File: src/logic/ssms_defs.svh
// Register offsets, field positions and reset values of the synchronous serial unit
`ifndef SSMS_DEFS_SVH
`define SSMS_DEFS_SVH
`define SSMS_OFF_RXCTL 12'h000
`define SSMS_OFF_RXDATA 12'h004
`define SSMS_OFF_TXHOLD 12'h008
`define SSMS_OFF_TXCTL 12'h00c
`define SSMS_OFF_BAUD 12'h010
`define SSMS_OFF_INTCTL 12'h014
// Receive control bits
`define SSMS_RC_EN 7
`define SSMS_RC_NINE 6
`define SSMS_RC_SINGLE 5
`define SSMS_RC_CONT 4
`define SSMS_RC_ADDR 3
`define SSMS_RC_FRAMING_ERROR 2
`define SSMS_RC_OVERRUN_ERROR 1
`define SSMS_RC_BIT9 0
// Transmit control bits
`define SSMS_TC_MASTER 7
`define SSMS_TC_NINE 6
`define SSMS_TC_TRANSMIT_ENABLE 5
`define SSMS_TC_SYNC 4
`define SSMS_TC_HIGH_BAUD_SELECT 2
`define SSMS_TC_EMPTY 1
`define SSMS_TC_BIT9 0
// Interrupt control bits
`define SSMS_IC_GIE 0
`define SSMS_IC_PERIPHERAL_INT_ENABLE 1
`define SSMS_IC_RECEIVE_INT_ENABLE 2
`define SSMS_IC_TRANSMIT_INT_ENABLE 3
`define SSMS_IC_RXF 4
`define SSMS_IC_TXF 5
`define SSMS_IC_WAKE 6
`define SSMS_IC_ISR 7
`define SSMS_RXCTL_RST 8'h00
`define SSMS_TXCTL_RST 8'h02
`define SSMS_BAUD_RST 8'h00
`define SSMS_INTCTL_RST 4'h0
`endif

File: src/logic/ssms_pkg.sv
// Types of the synchronous serial unit
package ssms_pkg;
  typedef enum logic [1:0] {
    SSMS_IDLE,
    SSMS_TX,
    SSMS_RX
  } ssms_shift_type;
endpackage

File: src/logic/ssms_top.sv
// Synchronous master/slave serial unit with APB register access
// Function
// RULE1 - Software programs baud divisor before reception
// RULE2 - Sync, enable, master select; receive enables clear
// RULE3 - Port enable on; clearing resets unit
// RULE4 - Master receive starts on single or continuous
// RULE5 - Receive flag on character; optional interrupt
// RULE6 - Software reads status before data
// RULE7 - Overrun cleared by continuous clear or disable
// RULE8 - Software keeps address detect cleared
// RULE9 - Master select clear means external clock slave
// RULE10 - Both receive enables clear means transmit
// RULE11 - Slave transmit same as master transmit
// RULE12 - Two writes: first shifts, second held
// RULE13 - After shift out, move held, set flag
// RULE14 - Transmit interrupt wakes; global enable vectors
// RULE15 - Software enables transmit then writes holding
// RULE16 - Ninth bit placed before low byte
// RULE17 - Slave receive always continuous; single ignored
// RULE18 - Slave receives in sleep, interrupt wakes
// RULE19 - Single: one character clocks; continuous until cleared
// RULE20 - Data changes leading, sampled trailing edge; transmit shifter changes data on the trailing edge instead
// RULE21 - Two-entry FIFO, third sets overrun, stops
// RULE22 - Slave releases clock pin, takes peer clock
// RULE23 - Disabled unit holds reset, drives no pins
`timescale 1ns/1ps
`include "ssms_defs.svh"
module ssms_top
  import ssms_pkg::*;
(
  // Clock and reset
  input wire logic clk_sys,
  input wire logic rst_n,
  // APB slave
  input wire logic psel,
  input wire logic penable,
  input wire logic pwrite,
  input wire logic [11:0] paddr,
  input wire logic [31:0] pwdata,
  output logic [31:0] prdata,
  output logic pready,
  output logic pslverr,
  // Clock pin
  input wire logic clock_pin_i,
  output logic clock_pin_o,
  output logic clock_pin_oe,
  // Data pin
  input wire logic data_pin_i,
  output logic data_pin_o,
  output logic data_pin_oe,
  // Core state
  input wire logic sleep_i,
  output logic wake_o,
  output logic isr_o
);
  logic [7:0] rxctl_r;
  logic [7:0] txctl_r;
  logic [7:0] baud_r;
  logic [3:0] intctl_r;
  logic [8:0] tx_hold_r;
  logic hold_full_r;
  logic [8:0] tx_shift_r;
  logic [8:0] rx_shift_r;
  logic [3:0] bit_cnt_r;
  logic [8:0] brg_cnt_r;
  logic ck_int_r;
  logic ck_sync;
  logic ck_prev_r;
  logic dt_sync;
  logic overrun_error_r;
  logic cont_q_r;
  ssms_shift_type state_r;
  logic fifo_full;
  logic fifo_ne;
  logic [8:0] fifo_data;
  logic fifo_push;
  logic fifo_pop;
  logic en;
  logic master;
  logic cont;
  logic rx_mode;
  logic [3:0] nbits;
  logic trail;
  logic brg_tick;
  logic wr;
  logic rd;
  logic rx_done;
  logic tx_done;
  logic txflag;
  logic rxflag;
  logic mapped;
  logic [31:0] rdata;

  function automatic logic hit(input logic [11:0] a, input logic [11:0] off);
    return a == off;
  endfunction

  ssms_sync2 u_ck (
    .clk_sys(clk_sys),
    .rst_n(rst_n),
    .din(clock_pin_i),
    .dout(ck_sync)
  );
  ssms_sync2 u_dt (
    .clk_sys(clk_sys),
    .rst_n(rst_n),
    .din(data_pin_i),
    .dout(dt_sync)
  );

  assign en = rxctl_r[`SSMS_RC_EN] && txctl_r[`SSMS_TC_SYNC]; // RULE2 RULE3
  assign master = txctl_r[`SSMS_TC_MASTER]; // RULE9
  assign cont = rxctl_r[`SSMS_RC_CONT];
  // Slave ignores the single enable
  assign rx_mode = master ? (cont || rxctl_r[`SSMS_RC_SINGLE]) : cont; // RULE10 RULE17
  assign nbits = (rx_mode ? rxctl_r[`SSMS_RC_NINE] : txctl_r[`SSMS_TC_NINE]) ? 4'd9 : 4'd8;
  assign wr = psel && penable && pwrite;
  assign rd = psel && penable && !pwrite;
  assign fifo_pop = rd && hit(paddr, `SSMS_OFF_RXDATA);

  // Baud tick: divisor+1 system cycles, doubled when high baud select is clear
  // Pin and synchroniser round trip needs a half period of four cycles or more
  assign brg_tick = brg_cnt_r == 9'd0;
  always_ff @(posedge clk_sys or negedge rst_n) begin
    if (!rst_n)
      brg_cnt_r <= 9'd0;
    else if (!en || state_r == SSMS_IDLE || brg_tick)
      brg_cnt_r <= txctl_r[`SSMS_TC_HIGH_BAUD_SELECT] ? {1'b0, baud_r} : {baud_r, 1'b0} + 9'd1;
    else
      brg_cnt_r <= brg_cnt_r - 9'd1;
  end

  // Edge finder; clock idles low, rising is leading
  always_ff @(posedge clk_sys or negedge rst_n) begin
    if (!rst_n)
      ck_prev_r <= 1'b0;
    else
      ck_prev_r <= ck_sync;
  end
  assign trail = master ? (brg_tick && ck_int_r) : (!ck_sync && ck_prev_r); // RULE20 RULE22

  assign rx_done = state_r == SSMS_RX && trail && bit_cnt_r == nbits - 4'd1;
  assign tx_done = state_r == SSMS_TX && trail && bit_cnt_r == nbits - 4'd1;
  assign fifo_push = rx_done && !fifo_full;

  // Shift engine
  always_ff @(posedge clk_sys or negedge rst_n) begin
    if (!rst_n) begin
      state_r <= SSMS_IDLE;
      bit_cnt_r <= 4'd0;
      ck_int_r <= 1'b0;
      tx_shift_r <= 9'h000;
      rx_shift_r <= 9'h000;
      hold_full_r <= 1'b0;
    end else if (!en) begin // RULE23
      state_r <= SSMS_IDLE;
      bit_cnt_r <= 4'd0;
      ck_int_r <= 1'b0;
      rx_shift_r <= 9'h000;
      hold_full_r <= 1'b0;
    end else begin
      if (wr && hit(paddr, `SSMS_OFF_TXHOLD))
        hold_full_r <= 1'b1; // RULE12
      unique case (state_r)
        SSMS_IDLE: begin
          bit_cnt_r <= 4'd0;
          ck_int_r <= 1'b0;
          if (rx_mode && !overrun_error_r) begin
            state_r <= SSMS_RX; // RULE4
          end else if (!rx_mode && txctl_r[`SSMS_TC_TRANSMIT_ENABLE] && hold_full_r) begin
            tx_shift_r <= tx_hold_r; // RULE11 RULE12
            // A write in the load cycle stays held, not lost
            hold_full_r <= wr && hit(paddr, `SSMS_OFF_TXHOLD);
            state_r <= SSMS_TX;
          end
        end
        SSMS_RX: begin
          if (!rx_mode) begin
            state_r <= SSMS_IDLE; // RULE19
          end else begin
            if (master && brg_tick)
              ck_int_r <= ~ck_int_r;
            if (trail) begin
              rx_shift_r <= {dt_sync, rx_shift_r[8:1]}; // RULE20
              bit_cnt_r <= bit_cnt_r + 4'd1;
              if (rx_done) begin
                bit_cnt_r <= 4'd0;
                if (fifo_full || (master && !cont))
                  state_r <= SSMS_IDLE; // RULE21
              end
            end
          end
        end
        SSMS_TX: begin
          if (master && brg_tick)
            ck_int_r <= ~ck_int_r;
          if (trail) begin
            tx_shift_r <= {1'b0, tx_shift_r[8:1]};
            bit_cnt_r <= bit_cnt_r + 4'd1;
            if (tx_done) begin
              bit_cnt_r <= 4'd0;
              state_r <= SSMS_IDLE; // RULE13
            end
          end
        end
        default: state_r <= SSMS_IDLE;
      endcase
    end
  end

  // Ninth bit of a 9-bit character sits at the shifter top
  function automatic logic [8:0] align(input logic [8:0] s, input logic nine);
    return nine ? s : {1'b0, s[8:1]};
  endfunction

  ssms_rxfifo u_fifo (
    .clk_sys(clk_sys),
    .rst_n(rst_n),
    .clr(!en),
    .push(fifo_push), // RULE21
    .wdata(align({dt_sync, rx_shift_r[8:1]}, rxctl_r[`SSMS_RC_NINE])),
    .full(fifo_full),
    .pop(fifo_pop),
    .rdata(fifo_data),
    .not_empty(fifo_ne)
  );

  // Falling continuous enable is what clears a continuous overrun
  always_ff @(posedge clk_sys or negedge rst_n) begin
    if (!rst_n)
      cont_q_r <= 1'b0;
    else
      cont_q_r <= cont;
  end

  // Overrun: set on a third character, cleared by continuous clear, disable, or a data read while continuous is clear
  always_ff @(posedge clk_sys or negedge rst_n) begin
    if (!rst_n)
      overrun_error_r <= 1'b0;
    else if (!en)
      overrun_error_r <= 1'b0; // RULE3 RULE7
    else if (rx_done && fifo_full)
      overrun_error_r <= 1'b1; // RULE21
    else if (cont_q_r && !cont)
      overrun_error_r <= 1'b0; // RULE7
    else if (!cont && fifo_pop)
      overrun_error_r <= 1'b0;
  end

  assign rxflag = fifo_ne; // RULE5
  assign txflag = !hold_full_r; // RULE13

  // Registers
  always_ff @(posedge clk_sys or negedge rst_n) begin
    if (!rst_n) begin
      rxctl_r <= `SSMS_RXCTL_RST;
      txctl_r <= `SSMS_TXCTL_RST;
      baud_r <= `SSMS_BAUD_RST;
      intctl_r <= `SSMS_INTCTL_RST;
      tx_hold_r <= 9'h000;
    end else begin
      if (wr && hit(paddr, `SSMS_OFF_RXCTL))
        rxctl_r <= {pwdata[7:3], 3'b000};
      else if (rx_done && master && !cont)
        rxctl_r[`SSMS_RC_SINGLE] <= 1'b0; // RULE19
      if (wr && hit(paddr, `SSMS_OFF_TXCTL))
        txctl_r <= {pwdata[7:4], 1'b0, pwdata[2], 1'b0, pwdata[0]};
      if (wr && hit(paddr, `SSMS_OFF_BAUD))
        baud_r <= pwdata[7:0];
      if (wr && hit(paddr, `SSMS_OFF_INTCTL))
        intctl_r <= pwdata[3:0];
      if (wr && hit(paddr, `SSMS_OFF_TXHOLD))
        tx_hold_r <= {txctl_r[`SSMS_TC_BIT9], pwdata[7:0]}; // RULE16
    end
  end

  always_comb begin
    mapped = 1'b1;
    rdata = 32'h0000_0000;
    unique case (paddr)
      `SSMS_OFF_RXCTL: rdata[7:0] = {rxctl_r[7:3], 1'b0, overrun_error_r, fifo_data[8]};
      `SSMS_OFF_RXDATA: rdata[7:0] = fifo_data[7:0];
      `SSMS_OFF_TXHOLD: rdata = 32'h0000_0000;
      `SSMS_OFF_TXCTL: rdata[7:0] = {txctl_r[7:2], state_r != SSMS_TX, txctl_r[0]};
      `SSMS_OFF_BAUD: rdata[7:0] = baud_r;
      `SSMS_OFF_INTCTL: rdata[7:0] = {isr_o, wake_o, txflag, rxflag, intctl_r};
      default: mapped = 1'b0;
    endcase
  end

  // Outputs registered; zero-wait APB
  always_ff @(posedge clk_sys or negedge rst_n) begin
    if (!rst_n) begin
      prdata <= 32'h0000_0000;
      pready <= 1'b0;
      pslverr <= 1'b0;
    end else begin
      pready <= psel && !penable;
      pslverr <= psel && !penable && !mapped;
      prdata <= (psel && !penable && !pwrite) ? rdata : 32'h0000_0000;
    end
  end

  logic irq_rx;
  logic irq_tx;
  assign irq_rx = rxflag && intctl_r[`SSMS_IC_RECEIVE_INT_ENABLE]; // RULE5 RULE18
  assign irq_tx = txflag && intctl_r[`SSMS_IC_TRANSMIT_INT_ENABLE] && intctl_r[`SSMS_IC_PERIPHERAL_INT_ENABLE]; // RULE14

  always_ff @(posedge clk_sys or negedge rst_n) begin
    if (!rst_n) begin
      clock_pin_o <= 1'b0;
      clock_pin_oe <= 1'b0;
      data_pin_o <= 1'b0;
      data_pin_oe <= 1'b0;
      wake_o <= 1'b0;
      isr_o <= 1'b0;
    end else begin
      clock_pin_o <= ck_int_r;
      clock_pin_oe <= en && master; // RULE22 RULE23
      data_pin_o <= tx_shift_r[0];
      data_pin_oe <= en && !rx_mode; // RULE10
      wake_o <= sleep_i && (irq_rx || irq_tx); // RULE14 RULE18
      isr_o <= (irq_rx || irq_tx) && intctl_r[`SSMS_IC_GIE];
    end
  end

endmodule

File: src/logic/ssms_sync2.sv
// Two-flop synchroniser for a pin level
`timescale 1ns/1ps
module ssms_sync2 (
  // Clock and reset
  input wire logic clk_sys,
  input wire logic rst_n,
  // Level
  input wire logic din,
  output logic dout
);
  logic meta_r;
  always_ff @(posedge clk_sys or negedge rst_n) begin
    if (!rst_n) begin
      meta_r <= 1'b0;
      dout <= 1'b0;
    end else begin
      meta_r <= din;
      dout <= meta_r;
    end
  end
endmodule

File: src/logic/ssms_rxfifo.sv
// Two-entry receive FIFO of nine-bit characters
`timescale 1ns/1ps
module ssms_rxfifo (
  // Clock and reset
  input wire logic clk_sys,
  input wire logic rst_n,
  input wire logic clr,
  // Write side
  input wire logic push,
  input wire logic [8:0] wdata,
  output logic full,
  // Read side
  input wire logic pop,
  output logic [8:0] rdata,
  output logic not_empty
);
  logic [8:0] mem_r [0:1];
  logic [1:0] cnt_r;
  logic rd_r;
  logic wr_r;
  assign full = cnt_r == 2'd2;
  assign not_empty = cnt_r != 2'd0;
  // Empty reads give zero, never the unreset storage
  assign rdata = not_empty ? mem_r[rd_r] : 9'h000;
  always_ff @(posedge clk_sys or negedge rst_n) begin
    if (!rst_n) begin
      cnt_r <= 2'd0;
      rd_r <= 1'b0;
      wr_r <= 1'b0;
    end else if (clr) begin
      cnt_r <= 2'd0;
      rd_r <= 1'b0;
      wr_r <= 1'b0;
    end else begin
      if (push && !full)
        wr_r <= ~wr_r;
      if (pop && not_empty)
        rd_r <= ~rd_r;
      cnt_r <= cnt_r + {1'b0, push && !full} - {1'b0, pop && not_empty};
    end
  end
  // Storage needs no reset; count guards the contents
  always_ff @(posedge clk_sys) begin
    if (push && !full)
      mem_r[wr_r] <= wdata;
  end
endmodule

File: config.mk
export PLATFORM = sky130hd
export DESIGN_NAME = ssms_top
export DESIGN_NICKNAME = d
export VERILOG_FILES = /design/src/logic/ssms_pkg.sv /design/src/logic/ssms_top.sv /design/src/logic/ssms_sync2.sv /design/src/logic/ssms_rxfifo.sv
export VERILOG_INCLUDE_DIRS = /design/src /design/src/logic
export SDC_FILE = /design/constraint.sdc
export NUM_CORES = 1
export LEC_CHECK = 0
export ABC_AREA = 1
export BUFFER_PORTS_ARGS = -buffer_cell sky130_fd_sc_hd__buf_2
export CORE_UTILIZATION = 56
export CTS_CLUSTER_DIAMETER = 120
export DETAILED_ROUTE_END_ITERATION = 6
export GPL_ROUTABILITY_DRIVEN = 0
export HOLD_SLACK_MARGIN = 0.1
export PLACE_DENSITY = 0.86
export SLEW_MARGIN = 20
export SYNTH_ARGS = -nofsm -noshare
export SYNTH_HDL_FRONTEND = slang
export SYNTH_SLANG_ARGS = --single-unit
File: constraint.sdc
create_clock -name clk_sys -period 3.8 [get_ports clk_sys]
set_input_delay 0.57 -clock clk_sys [delete_from_list [all_inputs] [get_ports clk_sys]]
set_output_delay 0.57 -clock clk_sys [all_outputs]
set_load 0.02 [all_outputs]
==> results of run 1 <==
==> through the flow <==
stage	util	hold slack [ns]	cell area (um2)	setup slack, ns
after detailed placement	0.610	0.336	5720	1.12
final	0.630	0.135	5910	1.15
after global placement	0.610	0.334	5720	1.23
after floorplan	-	0.274	5570	1.65
after CTS	0.630	0.144	5910	1.17
after global routing	0.630	0.154	5910	0.973
==> cells by family (layout without fill, tap and decap cells) <==
family | Yosys count | after routing
buffers and inverters | 109 | 134
adder cells (fa/ha/maj) | 8 | 8
AO/OA/AOI/OAI | 111 | 111
other | 1 | 24
flip-flops | 111 | 111
AND/OR/NAND/NOR | 275 | 275
XOR/XNOR | 8 | 8
multiplexers | 10 | 10
==> power groups by stage <==
stage                     Combinational [mW]  Sequential, mW  Clock, mW
final                                 0.0806            1.21      0.699
after global routing                  0.0913            1.21      0.753
after CTS                             0.0816            1.21      0.704
after detailed placement              0.0814            1.23          0
after global placement                0.0794            1.23          0
after floorplan                       0.0559            1.24          0
==> flip-flops by register name, summed over array words and instances, names as in the netlist, 2 cells and up <==
| signal | count |
|---|---|
| intctl_r | 4 |
| baud_r | 8 |
| u_fifo.mem_r | 18 |
| rxctl_r | 5 |
| prdata | 8 |
| brg_cnt_r | 9 |
| state_r | 2 |
| u_fifo.cnt_r | 2 |
| rx_shift_r | 8 |
| tx_shift_r | 9 |
| bit_cnt_r | 4 |
| txctl_r | 6 |
| tx_hold_r | 9 |
==> synth_stat cells (4+ instances only) <==
cell / n
sky130_fd_sc_hd__o211ai_1: 4
sky130_fd_sc_hd__nand2_1: 144
sky130_fd_sc_hd__nand2_2: 10
sky130_fd_sc_hd__clkbuf_1: 6
sky130_fd_sc_hd__buf_4: 25
sky130_fd_sc_hd__edfxtp_1: 18
sky130_fd_sc_hd__buf_2: 4
sky130_fd_sc_hd__nor2_2: 8
sky130_fd_sc_hd__nor3_1: 10
sky130_fd_sc_hd__ha_1: 8
sky130_fd_sc_hd__a31oi_1: 5
sky130_fd_sc_hd__inv_1: 62
sky130_fd_sc_hd__o21ai_1: 25
sky130_fd_sc_hd__mux2i_1: 8
sky130_fd_sc_hd__o22ai_1: 4
sky130_fd_sc_hd__nor2_1: 56
sky130_fd_sc_hd__xnor2_1: 7
sky130_fd_sc_hd__dfrtp_1: 93
sky130_fd_sc_hd__nand3_2: 5
sky130_fd_sc_hd__a21oi_1: 15
sky130_fd_sc_hd__nand3_1: 30
sky130_fd_sc_hd__inv_2: 11
sky130_fd_sc_hd__o21ai_0: 49
==> area by class of cell <==
cell class                 count  area [um2]  area share
clock buffer                   9         124      0.0210
clock inverter                 7        62.6      0.0106
inverter                      73         274      0.0464
multi-input combinational    436        2180       0.370
sequential                   111        2870       0.485
tap                          129         161      0.0273
timing repair buffer          45         233      0.0394
==> layer usage <==
layer	GRT usage	vias to the layer above	share of wire
met5	0	-	0
met2	0.417	212	0.48
met1	0.317	2059	0.41
met4	0.107	0	0.035
met3	0.0527	36	0.071
li1	-	2096	-
==> worst max-delay path by stage <==
stage,end,slack [ns],cells after the start
after CTS,u_fifo.mem_r[0][0]$_DFFE_PP_,1.17,12
after detailed placement,u_fifo.cnt_r[1]$_DFF_PN0_,1.12,15
after global placement,u_fifo.cnt_r[1]$_DFF_PN0_,1.23,15
final,u_fifo.mem_r[0][4]$_DFFE_PP_,1.15,12
after floorplan,u_fifo.cnt_r[1]$_DFF_PN0_,1.65,14
after global routing,u_fifo.mem_r[0][0]$_DFFE_PP_,0.97,12
==> impl_metrics.json, run 1 <==
{
  "run_status": "finished clean",
  "detail_route.wl_per_cell_um": 14.6,
  "synth_top_cell_by_area": "sky130_fd_sc_hd__dfrtp_1",
  "wl_um": 11800,
  "syn-instance-count": 633,
  "mostFrequentLayoutCell": "sky130_fd_sc_hd__nand2_1",
  "cp_num_buf_inv": 2,
  "basic_gate_share_of_the_synthesized_area_counting_and_or_nand_and_nor_cells": 0.220,
  "post_synth_xor_area_fraction": 0.0128,
  "r2r_cells": 12,
  "synth-async-reset-ratio": 0.838,
  "insertion_delay_ns": 0.39,
  "synthesis.yosys.warnings": 0,
  "cts_hold_repair.buffers": 0,
  "worstPathMaxFanout": 9,
  "num_vias": 4403,
  "synth_cell_types": 42,
  "p_int_mw": 1.48,
  "detailedPlacementHpwl_um": 8670,
  "rrSetupSlack_ns": 1.15,
  "share_seq_of_total_power": 0.608,
  "dp.cells": 794,
  "power.switching_fraction": 0.256,
  "synth_top_cell_area_share": 0.425,
  "final_count_of_pins_violating_max_slew": 0,
  "timing.final.crit_share": 0.696,
  "critPathCaptureType": "flip-flop",
  "clk_root_buffer_cell": "sky130_fd_sc_hd__clkbuf_8",
  "clock_tree.buffer_depth": 2,
  "final-hold-violation-count": 0,
  "setup_total_negative_slack_ns": 0,
  "yosys.area_share.adder": 0.0183,
  "path_common_cell": "sky130_fd_sc_hd__nand2_2",
  "die_area_um2": 10200,
  "die_y_um": 101,
  "yosysSeqAreaShare": 0.523,
  "post_drt_via_cell_ratio": 5.44,
  "grt_remaining_overflow": 0,
  "cts-htree-levels": 3,
  "vdd.ir_drop.worst_mv": 0.237,
  "ys_seq_elements": 111,
  "synth_area_leaders": "sky130_fd_sc_hd__dfrtp_1, sky130_fd_sc_hd__edfxtp_1, sky130_fd_sc_hd__nand2_1",
  "worst_slew_margin_rel": 0.378,
  "p_leak_nw": 2.72,
  "pwr_density_cell_nw_per_um2": 337,
  "first_global_vias": 4175,
  "n_fill_cell": 762,
  "cell_by_cell_listing_of_the_critical_path": "inv_1 -> ha_1 -> inv_1 -> nor2_1 -> nand2_1 -> nor2_2 -> nand3_2 -> nand2_2 -> nand2_2 -> nor2_4 -> nand2_2 -> nor2_1",
  "detailedRoute.firstPassIterationCount": 5,
  "cts.clk_slew.worst_paths_ns": 0.12,
  "finalWorstPathRequiredPeriod_ns": 2.65,
  "timing.rr.start": "brg_cnt_r[0]$_DFF_PN0_",
  "die_w_um": 101,
  "placementRows": 35,
  "timing.critical_path.required_ns": 3.83,
  "total_power_mw": 1.99,
  "hold_path_class": "in -> async",
  "synth_top_flop_cell": "sky130_fd_sc_hd__dfrtp_1",
  "crit_path_max_incr_delay_ns": 0.62,
  "post_cts.resized_instances": 0,
  "post-cts-setup-buffer-count": 0,
  "boundaryPins": 92,
  "track_usage": 0.250,
  "tritoncts_num_sinks": 111,
  "synthesis.area_per_instance_um2": 8.66,
  "cp_top_delay_family": "simple AND/OR/NAND/NOR gates",
  "yosys-mux-area-fraction": 0.0187,
  "unrepaired_setup_endpoints_after_global_routing": "false",
  "mappedNetlistArea_um2": 5480,
  "number_of_antenna_violations_at_the_first_check_in_global_routing": 0,
  "finalNetCount": 736,
  "drc": 0,
  "synth_compound_area_frac": 0.112,
  "report.final.setup_viol": 0,
  "clock_power_share": 0.351,
  "floorplan.initialDensity": 0.585,
  "port_buffers": 43,
  "grt_first_pass_wirelength_um": 19500,
  "max-cap-violations": 0,
  "fmax_mhz": 378,
  "tritoncts": "done",
  "crit_path_top_delay_cell": "sky130_fd_sc_hd__nor2_1",
  "grt_start_max_net_pins": 40,
  "worst-slew-pin-transition_ns": 0.926,
  "core_region_area_um2": 9370,
  "post_route_cells_drive_above_1_share": 0.159,
  "n_antenna_cell": 0,
  "synth_edf_count": 18,
  "final-instance-count-excl-fill": 810,
  "final.setup_skew_ns": 0.0135,
  "first_iter_violations": 343,
  "crit-reg2reg-capture": "u_fifo.mem_r[0][4]$_DFFE_PP_",
  "crit_arrival_ns": 2.67,
  "cts_inserted_buffers": 9,
  "commonest_non_fill_non_tap_cells_in_the_layout": "sky130_fd_sc_hd__nand2_1, sky130_fd_sc_hd__dfrtp_1, sky130_fd_sc_hd__inv_1",
  "antenna_left": 0,
  "syn2layout_area_growth_pct": 7.76,
  "synth_top_family_by_area": "simple AND/OR/NAND/NOR gates",
  "logic_pwr_share": 0.041,
  "timing_worst_setup_path_type": "reg -> reg",
  "power.switching_uw": 510,
  "critical_path.startpoint_type": "flip-flop",
  "timing.critical_path.from": "brg_cnt_r[0]$_DFF_PN0_"
}
(Power assumes the default switching activity.)
==> inputs of run 2 (changes only) <==
Settings changed: ABC_AREA 1 to 0, CORE_UTILIZATION 56 to 51, PLACE_DENSITY 0.86 to 0.83.
Clock period 3.8 ns to 2.4 ns, I/O delays scaled along.
==> impl_metrics.json, run 2 <==
{
  "clock_tree.buffer_depth": 2,
  "detailedRoute.firstPassIterationCount": 5,
  "boundaryPins": 92,
  "rrSetupSlack_ns": 0.15,
  "grt_most_used_layer": "met2",
  "critPathCaptureType": "flip-flop",
  "tritoncts": "done",
  "worst_slew_margin_rel": 0.513,
  "synth_area_leaders": "sky130_fd_sc_hd__dfrtp_1, sky130_fd_sc_hd__edfxtp_1, sky130_fd_sc_hd__mux2_2",
  "floorplan.initialDensity": 0.524,
  "drc": 0,
  "synth.most_common_cell": "sky130_fd_sc_hd__dfrtp_1",
  "p_leak_nw": 2.74,
  "cts_inserted_buffers": 9,
  "met1_usage": 0.280,
  "grt_start_max_net_pins": 63,
  "antenna_left": 0,
  "postLayoutCoreUtil": 0.592,
  "crit_path_top_delay_cell": "sky130_fd_sc_hd__o32ai_1",
  "cp_top_delay_family": "compound AO/OA/AOI/OAI gates",
  "mostFrequentLayoutCell": "sky130_fd_sc_hd__dfrtp_1",
  "timing_worst_setup_path_type": "reg -> reg",
  "worst-slew-pin-transition_ns": 0.728,
  "groute.layer.met2.usage": 0.363,
  "mappedNetlistArea_um2": 5390,
  "track_usage": 0.221,
  "final_count_of_pins_violating_max_slew": 0,
  "ys_seq_elements": 111,
  "setup_total_negative_slack_ns": 0,
  "synth_cell_types": 63,
  "crit_path_max_incr_delay_ns": 0.64,
  "cts-htree-levels": 3,
  "syn-instance-count": 473,
  "critical_path.startpoint_type": "flip-flop",
  "post_drt_via_cell_ratio": 5.66,
  "yosysSeqAreaShare": 0.532,
  "grt_first_pass_wirelength_um": 18800,
  "cp_num_buf_inv": 2,
  "die_w_um": 105,
  "commonest_non_fill_non_tap_cells_in_the_layout": "sky130_fd_sc_hd__dfrtp_1, sky130_fd_sc_hd__buf_2, sky130_fd_sc_hd__nor2_1, sky130_fd_sc_hd__mux2_2, sky130_fd_sc_hd__nand2_1",
  "hold_path.startpoint": "sleep_i",
  "clk_root_buffer_cell": "sky130_fd_sc_hd__clkbuf_8",
  "worst_hold_stages": 2,
  "cts.clk_slew.worst_paths_ns": 0.13,
  "n_antenna_cell": 0,
  "placementRows": 37,
  "wl_um": 11500,
  "final.setup_skew_ns": 0.0225,
  "worstPathMaxFanout": 5,
  "post-cts-setup-buffer-count": 0,
  "timing.final.crit_share": 0.937,
  "synth_top_cell_by_area": "sky130_fd_sc_hd__dfrtp_1",
  "finalNetCount": 599,
  "synth_top_cells_by_count": "sky130_fd_sc_hd__dfrtp_1, sky130_fd_sc_hd__mux2_2, sky130_fd_sc_hd__nor2_1",
  "insertion_delay_ns": 0.39,
  "pwr_density_cell_nw_per_um2": 522,
  "whs_ns": 0.198,
  "dp.cells": 661,
  "detailedPlacementHpwl_um": 8380,
  "detail_route.wl_per_cell_um": 16.9,
  "max-cap-violations": 0,
  "die_area_um2": 11000,
  "crit_arrival_ns": 2.51,
  "report.final.setup_viol": 0,
  "run_status": "finished clean",
  "hold-path-endpoint": "wake_o$_DFF_PN0_",
  "tritoncts_num_sinks": 111,
  "synth-async-reset-ratio": 0.838,
  "core_region_area_um2": 10300,
  "number_of_antenna_violations_at_the_first_check_in_global_routing": 0,
  "crit-reg2reg-capture": "bit_cnt_r[3]$_DFFE_PN0P_",
  "finalWorstPathRequiredPeriod_ns": 2.25,
  "post_route_cells_drive_above_1_share": 0.265,
  "cell_by_cell_listing_of_the_critical_path": "inv_1 -> ha_1 -> nor4b_4 -> and4_1 -> buf_4 -> o32ai_1 -> nor3_1 -> a21oi_1 -> o21ai_0",
  "unrepaired_setup_endpoints_after_global_routing": "false",
  "synthesis.yosys.warnings": 0,
  "first_iter_violations": 284,
  "final-instance-count-excl-fill": 680,
  "fmax_mhz": 445,
  "r2r_cells": 9,
  "hold_path_class": "in -> reg",
  "port_buffers": 43,
  "synth_top_flop_cell": "sky130_fd_sc_hd__dfrtp_1",
  "largest_register_ffs": 18,
  "grt_util_met3": 0.0405,
  "synthesis.area_per_instance_um2": 11.4,
  "registers.top_by_ff_count": "u_fifo.mem_r",
  "timing.rr.start": "brg_cnt_r[0]$_DFF_PN0_",
  "syn2layout_area_growth_pct": 13.0,
  "final-hold-violation-count": 0,
  "grt_remaining_overflow": 0,
  "vdd.ir_drop.worst_mv": 0.296,
  "first_global_vias": 3801,
  "synth_top_cell_area_share": 0.432,
  "num_vias": 3848,
  "die_y_um": 105,
  "timing.critical_path.required_ns": 2.67,
  "synth_edf_count": 18
}
==> run 2: cell count changes in the layout (fill, tap and decap cells not counted), sizes merged, moves of 10 or more <==
cell and change:
mux2i +17, buf +23, a21oi +10, mux2 +41, nand3 -24, nand2 -118, o21ai -46, inv -62
nor2 -25
==> run 2: repair_timing <==
action | CTS | global route
endpoints found under the setup margin | 10 | 2
gates resized for setup | 1 | 2
hold buffers | 3 | 0
hold endpoints to repair | 33 | 0
==> run 2: how the worst max path moves through the flow <==
stage / depth (start not counted) / endpoint / start
6_report: 9 / bit_cnt_r[3]$_DFFE_PN0P_ / brg_cnt_r[0]$_DFF_PN0_
3_5_place_dp: 11 / u_fifo.cnt_r[1]$_DFF_PN0_ / brg_cnt_r[0]$_DFF_PN0_
2_1_floorplan: 8 / u_fifo.mem_r[0][0]$_DFFE_PP_ / brg_cnt_r[0]$_DFF_PN0_
5_1_grt: 11 / u_fifo.cnt_r[1]$_DFF_PN0_ / brg_cnt_r[0]$_DFF_PN0_
3_3_place_gp: 11 / u_fifo.cnt_r[1]$_DFF_PN0_ / brg_cnt_r[0]$_DFF_PN0_
4_1_cts: 9 / bit_cnt_r[3]$_DFFE_PN0P_ / brg_cnt_r[0]$_DFF_PN0_
==> run 2: final cells by class <==
type | instances | area, um2
clock inverters | 7 | 76.3
repair buffers | 71 | 473
multi-input cells | 334 | 2330
clock buffers | 9 | 124
flip-flops and latches | 111 | 2870
fillers | 830 | 4190
well taps | 136 | 170
inverters | 12 | 45.0
==> run 2: per-stage QoR <==
step | worst slack (ns) | instance area [um2] | power, mW
2_1_floorplan | 0.173 | 5480 | 2.05
3_3_place_gp | 0.0767 | 5830 | 2.10
3_5_place_dp | -0.0112 | 5830 | 2.10
4_1_cts | 0.114 | 6070 | 3.20
5_1_grt | 0.0101 | 6090 | 3.27
6_report | 0.152 | 6090 | 3.18
==> run 2: cells by family after synthesis <==
family / Yosys count / synth area share
buffers and inverters: 51 / 0.0557
and+or+nand+nor: 140 / 0.141
other: 1 / 0.000696
AOI/OAI and AO/OA: 83 / 0.0945
muxes: 69 / 0.141
xor gates and xnor gates: 10 / 0.0163
adders and majority gates: 8 / 0.0186
DFF: 111 / 0.532
==> run 2: metal layers <==
| metal | vias to the layer above | share of wire |
|---|---|---|
| met5 | - | 0 |
| met3 | 42 | 0.062 |
| li1 | 1769 | - |
| met1 | 1848 | 0.43 |
| met4 | 0 | 0.034 |
| met2 | 189 | 0.48 |
==> run 2: where the power goes <==
part	internal (mW)	switching [mW]
clock	0.412	0.699
combinational	0.0376	0.111
sequential	1.91	0.00354
